[src/shared/smc_defines.vh]
// Offsets, field positions, reset values and timing counts
`ifndef SMC_DEFINES_VH
`define SMC_DEFINES_VH
// ----------------------------------------
// Register byte offsets
// ----------------------------------------
`define SMC_SYS_CLK_CTRL_OFS 4'h0
`define SMC_FAST_RC_CTRL_OFS 4'h4
`define SMC_MODE_STAT_OFS 4'h8
// ----------------------------------------
// Field positions
// ----------------------------------------
`define SMC_SEL_MSB 7
`define SMC_SEL_LSB 5
`define SMC_HS_KEEP_BIT 1
`define SMC_LS_KEEP_BIT 0
`define SMC_FREQ_MSB 3
`define SMC_FREQ_LSB 2
`define SMC_STABLE_BIT 1
`define SMC_ENABLE_BIT 0
// ----------------------------------------
// Reset values and codes
// ----------------------------------------
`define SMC_SEL_RESET 3'h7
`define SMC_SEL_SLOW 3'h7
`define SMC_FREQ_RESET 2'h0
`define SMC_FREQ_2M 2'h0
`define SMC_FREQ_4M 2'h1
`define SMC_FREQ_8M 2'h2
`define SMC_FREQ_2M_ALT 2'h3
// ----------------------------------------
// Timing
// ----------------------------------------
`define SMC_CLK_MHZ 25
`define SMC_SETTLE_US 16
`define SMC_SETTLE_CYC (`SMC_SETTLE_US * `SMC_CLK_MHZ)
`endif

[src/hdl/smc_mode_ctrl.v]
// System clock selection and operating mode control block
`timescale 1ns/1ns
`default_nettype none
`include "smc_defines.vh"

module smc_mode_ctrl
#(
   parameter SETTLE_CYC = `SMC_SETTLE_CYC
)
(
   input wire aclk,
   input wire aresetn,
   input wire [3:0] s_axi_awaddr,
   input wire s_axi_awvalid,
   output reg s_axi_awready,
   input wire [31:0] s_axi_wdata,
   input wire [3:0] s_axi_wstrb,
   input wire s_axi_wvalid,
   output reg s_axi_wready,
   output reg [1:0] s_axi_bresp,
   output reg s_axi_bvalid,
   input wire s_axi_bready,
   input wire [3:0] s_axi_araddr,
   input wire s_axi_arvalid,
   output reg s_axi_arready,
   output reg [31:0] s_axi_rdata,
   output reg [1:0] s_axi_rresp,
   output reg s_axi_rvalid,
   input wire s_axi_rready,
   input wire fast_rc_osc,
   input wire slow_rc_osc,
   input wire [1:0] cfg_fast_freq,
   input wire wdt_enable,
   input wire halt_req,
   input wire wake_req,
   output reg sys_clk_en,
   output reg high_speed_clock_en,
   output reg low_speed_clock_en,
   output reg slow_rc_clock_en,
   output reg slow_rc_div8_en,
   output reg wdt_clk_en,
   output reg tbase_clk_en,
   output reg fast_rc_run,
   output reg slow_rc_run,
   output reg [1:0] fast_freq_out,
   output reg [1:0] fast_freq_strap,
   output reg cpu_run,
   output reg [4:0] mode
);

// ----------------------------------------
// Mode states, one-hot
// ----------------------------------------
localparam [4:0] ST_RUN = 5'h01;
localparam [4:0] ST_SLEEP = 5'h02;
localparam [4:0] ST_STANDBY_SLOW_ONLY_MODE = 5'h04;
localparam [4:0] ST_STANDBY_BOTH_OSC_MODE = 5'h08;
localparam [4:0] ST_STANDBY_FAST_ONLY_MODE = 5'h10;

// ----------------------------------------
// Helper functions
// ----------------------------------------
// Divider mask for a selector code, all ones = slow
function [5:0] div_mask;
   input [2:0] sel;
   begin
      case (sel)
         3'h0: div_mask = 6'h00;
         3'h1: div_mask = 6'h01;
         3'h2: div_mask = 6'h03;
         3'h3: div_mask = 6'h07;
         3'h4: div_mask = 6'h0f;
         3'h5: div_mask = 6'h1f;
         default: div_mask = 6'h3f;
      endcase
   end
endfunction

// Fold the spare frequency code onto 2 MHz
function [1:0] freq_norm;
   input [1:0] code;
   begin
      if (code == `SMC_FREQ_2M_ALT)
         freq_norm = `SMC_FREQ_2M;
      else
         freq_norm = code;
   end
endfunction

// ----------------------------------------
// Register state
// ----------------------------------------
reg [2:0] sys_clk_select; // Software selection
reg hs_osc_halt_keep; // Fast oscillator kept in halt
reg ls_osc_halt_keep; // Slow oscillator kept in halt
reg [1:0] fast_rc_freq_select; // Requested frequency
reg fast_rc_enable; // Fast oscillator enable
reg fast_rc_stable_flag; // Settled indication
reg [2:0] active_sel; // Selection now driving the clock
reg [5:0] div_cnt; // Fast clock prescaler
reg [2:0] slow_div; // Slow divide-by-eight counter
reg [15:0] settle_cnt; // Settling timer
reg enable_q; // Previous enable
reg [1:0] freq_q; // Previous frequency request
reg strap_done; // Strap captured once
reg [4:0] state; // Operating mode
reg [3:0] awaddr_q; // Held write address
reg aw_held; // Write address taken
reg [31:0] wdata_q; // Held write data
reg [3:0] wstrb_q; // Held strobes
reg w_held; // Write data taken

// ----------------------------------------
// Combinational clock plumbing
// ----------------------------------------
wire in_run = state[0];
wire fast_src = (active_sel != `SMC_SEL_SLOW);
// Fast oscillator demand per mode
// A pending fast selection also starts the oscillator, else the
// switch from slow would wait forever for the stable flag.
wire hs_on = in_run
   ? (fast_src | (sys_clk_select != `SMC_SEL_SLOW) | fast_rc_enable)
   : (state[3] | state[4]);
// Slow clock to peripherals stops in sleep and standby fast
wire ls_on = in_run | state[2] | state[3];
// Slow oscillator survives sleep only for the watchdog
wire slow_rc_osc_on = ~state[1] | wdt_enable;
wire hs_tick = fast_rc_osc & hs_on & fast_rc_stable_flag;
wire ls_tick = slow_rc_osc & slow_rc_osc_on;
// End of one period of the current system clock
wire fast_end = hs_tick
   & ((div_cnt & div_mask(active_sel)) == div_mask(active_sel));
wire cur_end = fast_src ? fast_end : ls_tick;
wire new_ready = (sys_clk_select == `SMC_SEL_SLOW)
   | fast_rc_stable_flag;
wire wr_go = aw_held & w_held & ~s_axi_bvalid;

// ----------------------------------------
// Clock source switching
// ----------------------------------------
// Selection changes only at the end of a full output period, or at once
// while the fast source is unsettled, and only once the new source runs, so no runt pulse.
always @(posedge aclk)
begin
   if (!aresetn)
   begin
      active_sel <= `SMC_SEL_RESET;
      div_cnt <= 6'h00;
      slow_div <= 3'h0;
   end
   else
   begin
      if (active_sel != sys_clk_select
          && (cur_end || (fast_src && !fast_rc_stable_flag))
          && new_ready)
      begin
         active_sel <= sys_clk_select;
         div_cnt <= 6'h00; // New ratio starts a fresh period
      end
      else if (hs_tick)
         div_cnt <= div_cnt + 6'h01;
      if (ls_tick)
         slow_div <= slow_div + 3'h1;
   end
end

// ----------------------------------------
// Clock enable outputs
// ----------------------------------------
always @(posedge aclk)
begin
   if (!aresetn)
   begin
      sys_clk_en <= 1'b0;
      high_speed_clock_en <= 1'b0;
      low_speed_clock_en <= 1'b0;
      slow_rc_clock_en <= 1'b0;
      slow_rc_div8_en <= 1'b0;
      wdt_clk_en <= 1'b0;
      tbase_clk_en <= 1'b0;
      fast_rc_run <= 1'b0;
      slow_rc_run <= 1'b1;
      cpu_run <= 1'b1;
      mode <= ST_RUN;
   end
   else
   begin
      // CPU clock exists only in the running state
      sys_clk_en <= in_run & cur_end;
      high_speed_clock_en <= hs_tick;
      low_speed_clock_en <= ls_tick & ls_on;
      slow_rc_clock_en <= ls_tick;
      slow_rc_div8_en <= ls_tick & (slow_div == 3'h7);
      wdt_clk_en <= ls_tick;
      tbase_clk_en <= ls_on ? ls_tick : hs_tick;
      fast_rc_run <= hs_on;
      slow_rc_run <= slow_rc_osc_on;
      cpu_run <= in_run;
      mode <= state;
   end
end

// ----------------------------------------
// Fast oscillator settling and strap
// ----------------------------------------
// Flag drops on enable or frequency change, rises after
// the settle time; the new frequency goes out only then.
always @(posedge aclk)
begin
   if (!aresetn)
   begin
      fast_rc_stable_flag <= 1'b0;
      settle_cnt <= 16'h0000;
      enable_q <= 1'b0;
      freq_q <= `SMC_FREQ_RESET;
      fast_freq_out <= `SMC_FREQ_RESET;
      fast_freq_strap <= `SMC_FREQ_2M;
      strap_done <= 1'b0;
   end
   else
   begin
      if (!strap_done)
      begin
         // Strap caught once after reset release
         fast_freq_strap <= freq_norm(cfg_fast_freq);
         strap_done <= 1'b1;
      end
      enable_q <= fast_rc_enable;
      freq_q <= fast_rc_freq_select;
      if (!hs_on)
      begin
         fast_rc_stable_flag <= 1'b0; // Stopped oscillator
         settle_cnt <= 16'h0000;
      end
      else if ((fast_rc_enable && !enable_q)
               || freq_q != fast_rc_freq_select)
      begin
         fast_rc_stable_flag <= 1'b0;
         settle_cnt <= 16'h0000;
      end
      else if (!fast_rc_stable_flag)
      begin
         if (settle_cnt == SETTLE_CYC[15:0] - 16'h0001)
         begin
            fast_rc_stable_flag <= 1'b1;
            fast_freq_out <= freq_norm(fast_rc_freq_select);
         end
         else
            settle_cnt <= settle_cnt + 16'h0001;
      end
   end
end

// ----------------------------------------
// Operating mode machine
// ----------------------------------------
// Keep bits are sampled in the halt cycle itself.
always @(posedge aclk)
begin
   if (!aresetn)
      state <= ST_RUN;
   else
   begin
      case (state)
         ST_RUN:
            if (halt_req)
            begin
               case ({hs_osc_halt_keep, ls_osc_halt_keep})
                  2'h0: state <= ST_SLEEP;
                  2'h1: state <= ST_STANDBY_SLOW_ONLY_MODE;
                  2'h3: state <= ST_STANDBY_BOTH_OSC_MODE;
                  default: state <= ST_STANDBY_FAST_ONLY_MODE;
               endcase
            end
         default:
            if (wake_req)
               state <= ST_RUN;
      endcase
   end
end

// ----------------------------------------
// AXI4-Lite write channel
// ----------------------------------------
always @(posedge aclk)
begin
   if (!aresetn)
   begin
      s_axi_awready <= 1'b1;
      s_axi_wready <= 1'b1;
      s_axi_bvalid <= 1'b0;
      s_axi_bresp <= 2'h0;
      aw_held <= 1'b0;
      w_held <= 1'b0;
      awaddr_q <= 4'h0;
      wdata_q <= 32'h00000000;
      wstrb_q <= 4'h0;
      sys_clk_select <= `SMC_SEL_RESET;
      hs_osc_halt_keep <= 1'b0;
      ls_osc_halt_keep <= 1'b0;
      fast_rc_freq_select <= `SMC_FREQ_RESET;
      fast_rc_enable <= 1'b0;
   end
   else
   begin
      if (s_axi_awvalid && s_axi_awready)
      begin
         awaddr_q <= s_axi_awaddr;
         aw_held <= 1'b1;
         s_axi_awready <= 1'b0;
      end
      if (s_axi_wvalid && s_axi_wready)
      begin
         wdata_q <= s_axi_wdata;
         wstrb_q <= s_axi_wstrb;
         w_held <= 1'b1;
         s_axi_wready <= 1'b0;
      end
      if (wr_go)
      begin
         s_axi_bvalid <= 1'b1;
         s_axi_bresp <= 2'h0;
         if ({awaddr_q[3:2], 2'h0} == `SMC_SYS_CLK_CTRL_OFS)
         begin
            if (wstrb_q[0])
            begin
               sys_clk_select <= wdata_q[`SMC_SEL_MSB:`SMC_SEL_LSB];
               hs_osc_halt_keep <= wdata_q[`SMC_HS_KEEP_BIT];
               ls_osc_halt_keep <= wdata_q[`SMC_LS_KEEP_BIT];
            end
         end
         else if ({awaddr_q[3:2], 2'h0} == `SMC_FAST_RC_CTRL_OFS)
         begin
            if (wstrb_q[0])
            begin
               fast_rc_freq_select <=
                  wdata_q[`SMC_FREQ_MSB:`SMC_FREQ_LSB];
               fast_rc_enable <= wdata_q[`SMC_ENABLE_BIT];
            end
         end
         else if ({awaddr_q[3:2], 2'h0} != `SMC_MODE_STAT_OFS)
            s_axi_bresp <= 2'h2; // Unmapped: slave error
      end
      if (s_axi_bvalid && s_axi_bready)
      begin
         s_axi_bvalid <= 1'b0;
         aw_held <= 1'b0;
         w_held <= 1'b0;
         s_axi_awready <= 1'b1;
         s_axi_wready <= 1'b1;
      end
   end
end

// ----------------------------------------
// AXI4-Lite read channel
// ----------------------------------------
always @(posedge aclk)
begin
   if (!aresetn)
   begin
      s_axi_arready <= 1'b1;
      s_axi_rvalid <= 1'b0;
      s_axi_rdata <= 32'h00000000;
      s_axi_rresp <= 2'h0;
   end
   else if (s_axi_arvalid && s_axi_arready)
   begin
      s_axi_arready <= 1'b0;
      s_axi_rvalid <= 1'b1;
      s_axi_rresp <= 2'h0;
      s_axi_rdata <= 32'h00000000;
      if ({s_axi_araddr[3:2], 2'h0} == `SMC_SYS_CLK_CTRL_OFS)
         s_axi_rdata[7:0] <= {sys_clk_select, 3'h0,
            hs_osc_halt_keep, ls_osc_halt_keep};
      else if ({s_axi_araddr[3:2], 2'h0} == `SMC_FAST_RC_CTRL_OFS)
         s_axi_rdata[7:0] <= {4'h0, fast_rc_freq_select,
            fast_rc_stable_flag, fast_rc_enable};
      else if ({s_axi_araddr[3:2], 2'h0} == `SMC_MODE_STAT_OFS)
         s_axi_rdata[7:0] <= {active_sel, state};
      else
         s_axi_rresp <= 2'h2; // Unmapped: slave error
   end
   else if (s_axi_rvalid && s_axi_rready)
   begin
      s_axi_rvalid <= 1'b0;
      s_axi_arready <= 1'b1;
   end
end

endmodule
`default_nettype wire

[config.mk]
export PLATFORM = sky130hd
export DESIGN_NAME = smc_mode_ctrl
export DESIGN_NICKNAME = d
export VERILOG_FILES = /design/src/hdl/smc_mode_ctrl.v
export VERILOG_INCLUDE_DIRS = /design/src /design/src/shared
export SDC_FILE = /design/constraint.sdc
export NUM_CORES = 1
export LEC_CHECK = 0
export ABC_CLOCK_PERIOD_IN_PS = 3500
export BUFFER_PORTS_ARGS = -buffer_cell sky130_fd_sc_hd__buf_2
export CAP_MARGIN = 10
export CORE_MARGIN = 2
export CORE_UTILIZATION = 55
export CTS_BUF_LIST = sky130_fd_sc_hd__clkbuf_8 sky130_fd_sc_hd__clkbuf_16
export DETAILED_ROUTE_END_ITERATION = 16
export GPL_TIMING_DRIVEN = 0
export PLACE_DENSITY = 0.85
export RECOVER_POWER = 100
export SYNTH_ARGS = -nofsm -noshare
export SYNTH_HDL_FRONTEND = slang
export SYNTH_SLANG_ARGS = --single-unit
[constraint.sdc]
create_clock -name aclk -period 3.5 [get_ports aclk]
set_clock_uncertainty 0.05 [all_clocks]
set_input_delay 0 -clock aclk [delete_from_list [all_inputs] [get_ports aclk]]
set_output_delay 0 -clock aclk [all_outputs]
set_load 0.005 [all_outputs]
==> flow_summary.ini <==
[status]
status = completed

[clocking]
cts_tree = built
cts_sinks = 90
worstSkewPairLatency_ns = 0.37
htreeDepth = 3
cts_resized = 0
root_buffer = clkbuf_8
hold_buffers = 23
clockBufferDepth = 2
numCtsBuffers = 9
path_clk_slew_ns = 0.09
postCtsSetupBuffers = 0

[timing]
period_share_pct = 71.8
slew_headroom_pct = 53.3
setup_ws_ns = 0.988
drv_slew = 0
hold_viol_final = 0
worst_slew_pin_slew_ns = 0.693
period_minus_slack_ns = 2.51
rsz0062_at_grt = no
setup_viol = 0
timing.fmax_mhz = 398
fin_setup_tns_ns = 0

[worst_hold_path]
min_from = cfg_fast_freq[0]
hp-class = in2reg
hold_depth = 4

[drt]
drt_iter0_drc = 222
drtPass1Iterations = 5
num_vias = 3381
vias_per_cell = 5.32
drc = 0
wirelength_um = 8800
avgRoutedWirePerCell_um = 13.9
ant_nets = 0

[layout]
antennaDiodeCount = 0
num-fill-cells = 550
nets = 613
fin_cells = 635
utilization_pct = 70.2
syn2layout_area_growth_pct = 23.6
drive_above_1_share_pct = 16.0

[global_route]
grt_pass1_vias = 3193
grtUsageMet1_pct = 29.2
grt_max_degree = 15
use_met2_pct = 41.9
grtUsageMet3_pct = 4.34
grt-busiest-layer = met2
antenna_found_initial = 0
grt_pass1_wl_um = 14600
grt_overflow = 0
grtUsageTotal_pct = 24.1

[floorplan]
core_area_um2 = 6760
rows = 30
start_util_pct = 56.8
io_pins = 118
die_width_um = 87.5
die_h_um = 87.5
die-area_um2 = 7660

[synthesis]
synthAdderAreaFrac_pct = 1.30
synth-seq-cells = 90
synthTopCellsByArea = dfxtp_1, buf_4, nor2_1
async_flop_share_pct = 0
yosys.area_share.xor_xnor_pct = 5.71
synth_top_area_share_pct = 47.0
synth.most_common_cell = dfxtp_1
synth_cells = 435
synth_flop_cell = dfxtp_1
yosys_warnings = 0
synth_area_per_cell_um2 = 8.82
synth_compound_area_share_pct = 10.1
synth_edf_count = 0
yosysUniqueCellTypes = 54
seq_area_frac_synth_pct = 47.0
synth_area_um2 = 3840
synth-simple-area-share_pct = 23.6
synthTopCellsByCount = dfxtp_1, nor2_1, nand2_1
synth_top_family_by_area = simple AND/OR/NAND/NOR gates
synth_mux_area_share_pct = 4.21
yosysTopAreaCell = dfxtp_1

[worst_setup_path]
startpoint_type = flop
cp_max_fo = 8
critPathLaunch = active_sel[2]
rr_startpoint = active_sel[2]
slowest_delay_ns = 0.58
r2r_setup_slack_ns = 0.99
crit_path_top_delay_cell = o21ai_0
critPathArrivalTime_ns = 2.68
reg2reg_depth = 7
path_class = reg2reg
cp-end-kind = flop
worstPathCellList = clkbuf_1 > and3_1 > a31oi_1 > nand3_1 > o22a_1 > o21ai_0 > nor2_1
crit_required_ns = 3.67

[power_and_ir_drop]
ir_drop_uv = 324
power_mw = 2.30
p_leak_nw = 2.03
power_density_nw_per_um2 = 484

[placed_design]
io_buffer_count = 57
gp_congestion = 0.864
dp_hpwl_um = 6060
dpl.cell_count = 597
pre_cts_slack_ns = 1.52

[job]
maxCapViolations = 0
-- cell usage in the layout (no fill, tap or decap), types with 2 or more instances in the layout --
cell	instances
xor2_1	15
nand2_1	41
clkbuf_1	31
nor4b_1	2
clkbuf_8	10
a21oi_1	31
o211ai_1	4
xnor2_1	10
nor4_1	3
buf_2	44
and2_1	7
bufinv_16	3
nand4b_1	4
ha_1	4
conb_1	26
o22ai_1	3
nand2b_1	4
or3_1	2
a211oi_1	2
dlygate4sd3_1	23
nand3_1	19
nor2b_1	5
a221oi_1	2
o21ai_0	11
nand4_1	6
clkbuf_4	2
nor2_1	55
nand3b_1	2
mux2i_1	15
buf_4	26
and2_0	5
nor3_1	14
and3_1	6
inv_1	7
dfxtp_1	90
-- logic make-up (layout without fill, tap and decap cells) --
logic type               Yosys count  in the layout
AO/OA/AOI/OAI                     63             63
XOR/XNOR                          25             25
adder cells (fa/ha/maj)            4              4
buffers and inverters             53            148
flip-flops                        90             90
multiplexers                      16             16
other                              1             26
AND/OR/NAND/NOR                  183            183
-- cell type report --
type,instances,area [um^2],area share [%]
Sequential cell,90,1800,38.0
Multi-Input combinational cell,317,1800,37.9
Timing Repair Buffer,80,499,10.5
Buffer,46,278,5.86
Clock buffer,10,138,2.90
Clock inverter,5,103,2.16
Tap cell,80,100,2.11
Inverter,7,26.3,0.554
-- final timing paths --
kind / endpoint
worst max register to register: div_cnt[5]
worst max-delay path: div_cnt[5]
worst min-delay path: fast_freq_strap[0]
worst min register to register: s_axi_rresp[1]
-- critical path: cells and delay by family, from the launching register on --
| family | cells | cell delay, ns |
|---|---|---|
| simple gates | 3 | 0.63 |
| buf+inv | 1 | 0.18 |
| compound gates | 3 | 1.21 |
| flops | 1 | 0.31 |
-- routing by layer --
layer | vias to the layer above | share of wire [%]
met5 | - | 0
met4 | 0 | 1.7
met3 | 14 | 6.0
met2 | 114 | 50
met1 | 1594 | 42
li1 | 1659 | -
-- where the power goes --
| part | internal, mW | total (mW) | leakage, nW | switching [mW] |
|---|---|---|---|---|
| Clock | 0.490 | 0.850 | 0.124 | 0.360 |
| Combinational | 0.153 | 0.336 | 1.18 | 0.183 |
| Sequential | 1.07 | 1.11 | 0.733 | 0.0379 |
-- state kept, by name (all words and copies together), names as in the netlist, 5 cells and up --
register	flops
s_axi_rdata	8
div_cnt	6
wdata_q	7
settle_cnt	16
state	5
mode	5
-- metrics by stage --
| step | hold slack (ns) | instance area, um^2 |
|---|---|---|
| after global routing | 0.0473 | 4740 |
| after global placement | 0.0688 | 4320 |
| after detailed placement | 0.0681 | 4320 |
| after CTS | 0.0154 | 4790 |
| final | 0.0182 | 4740 |
| after floorplan | -0.0223 | 3930 |
No activity file was read; power rests on OpenSTA's default activity.
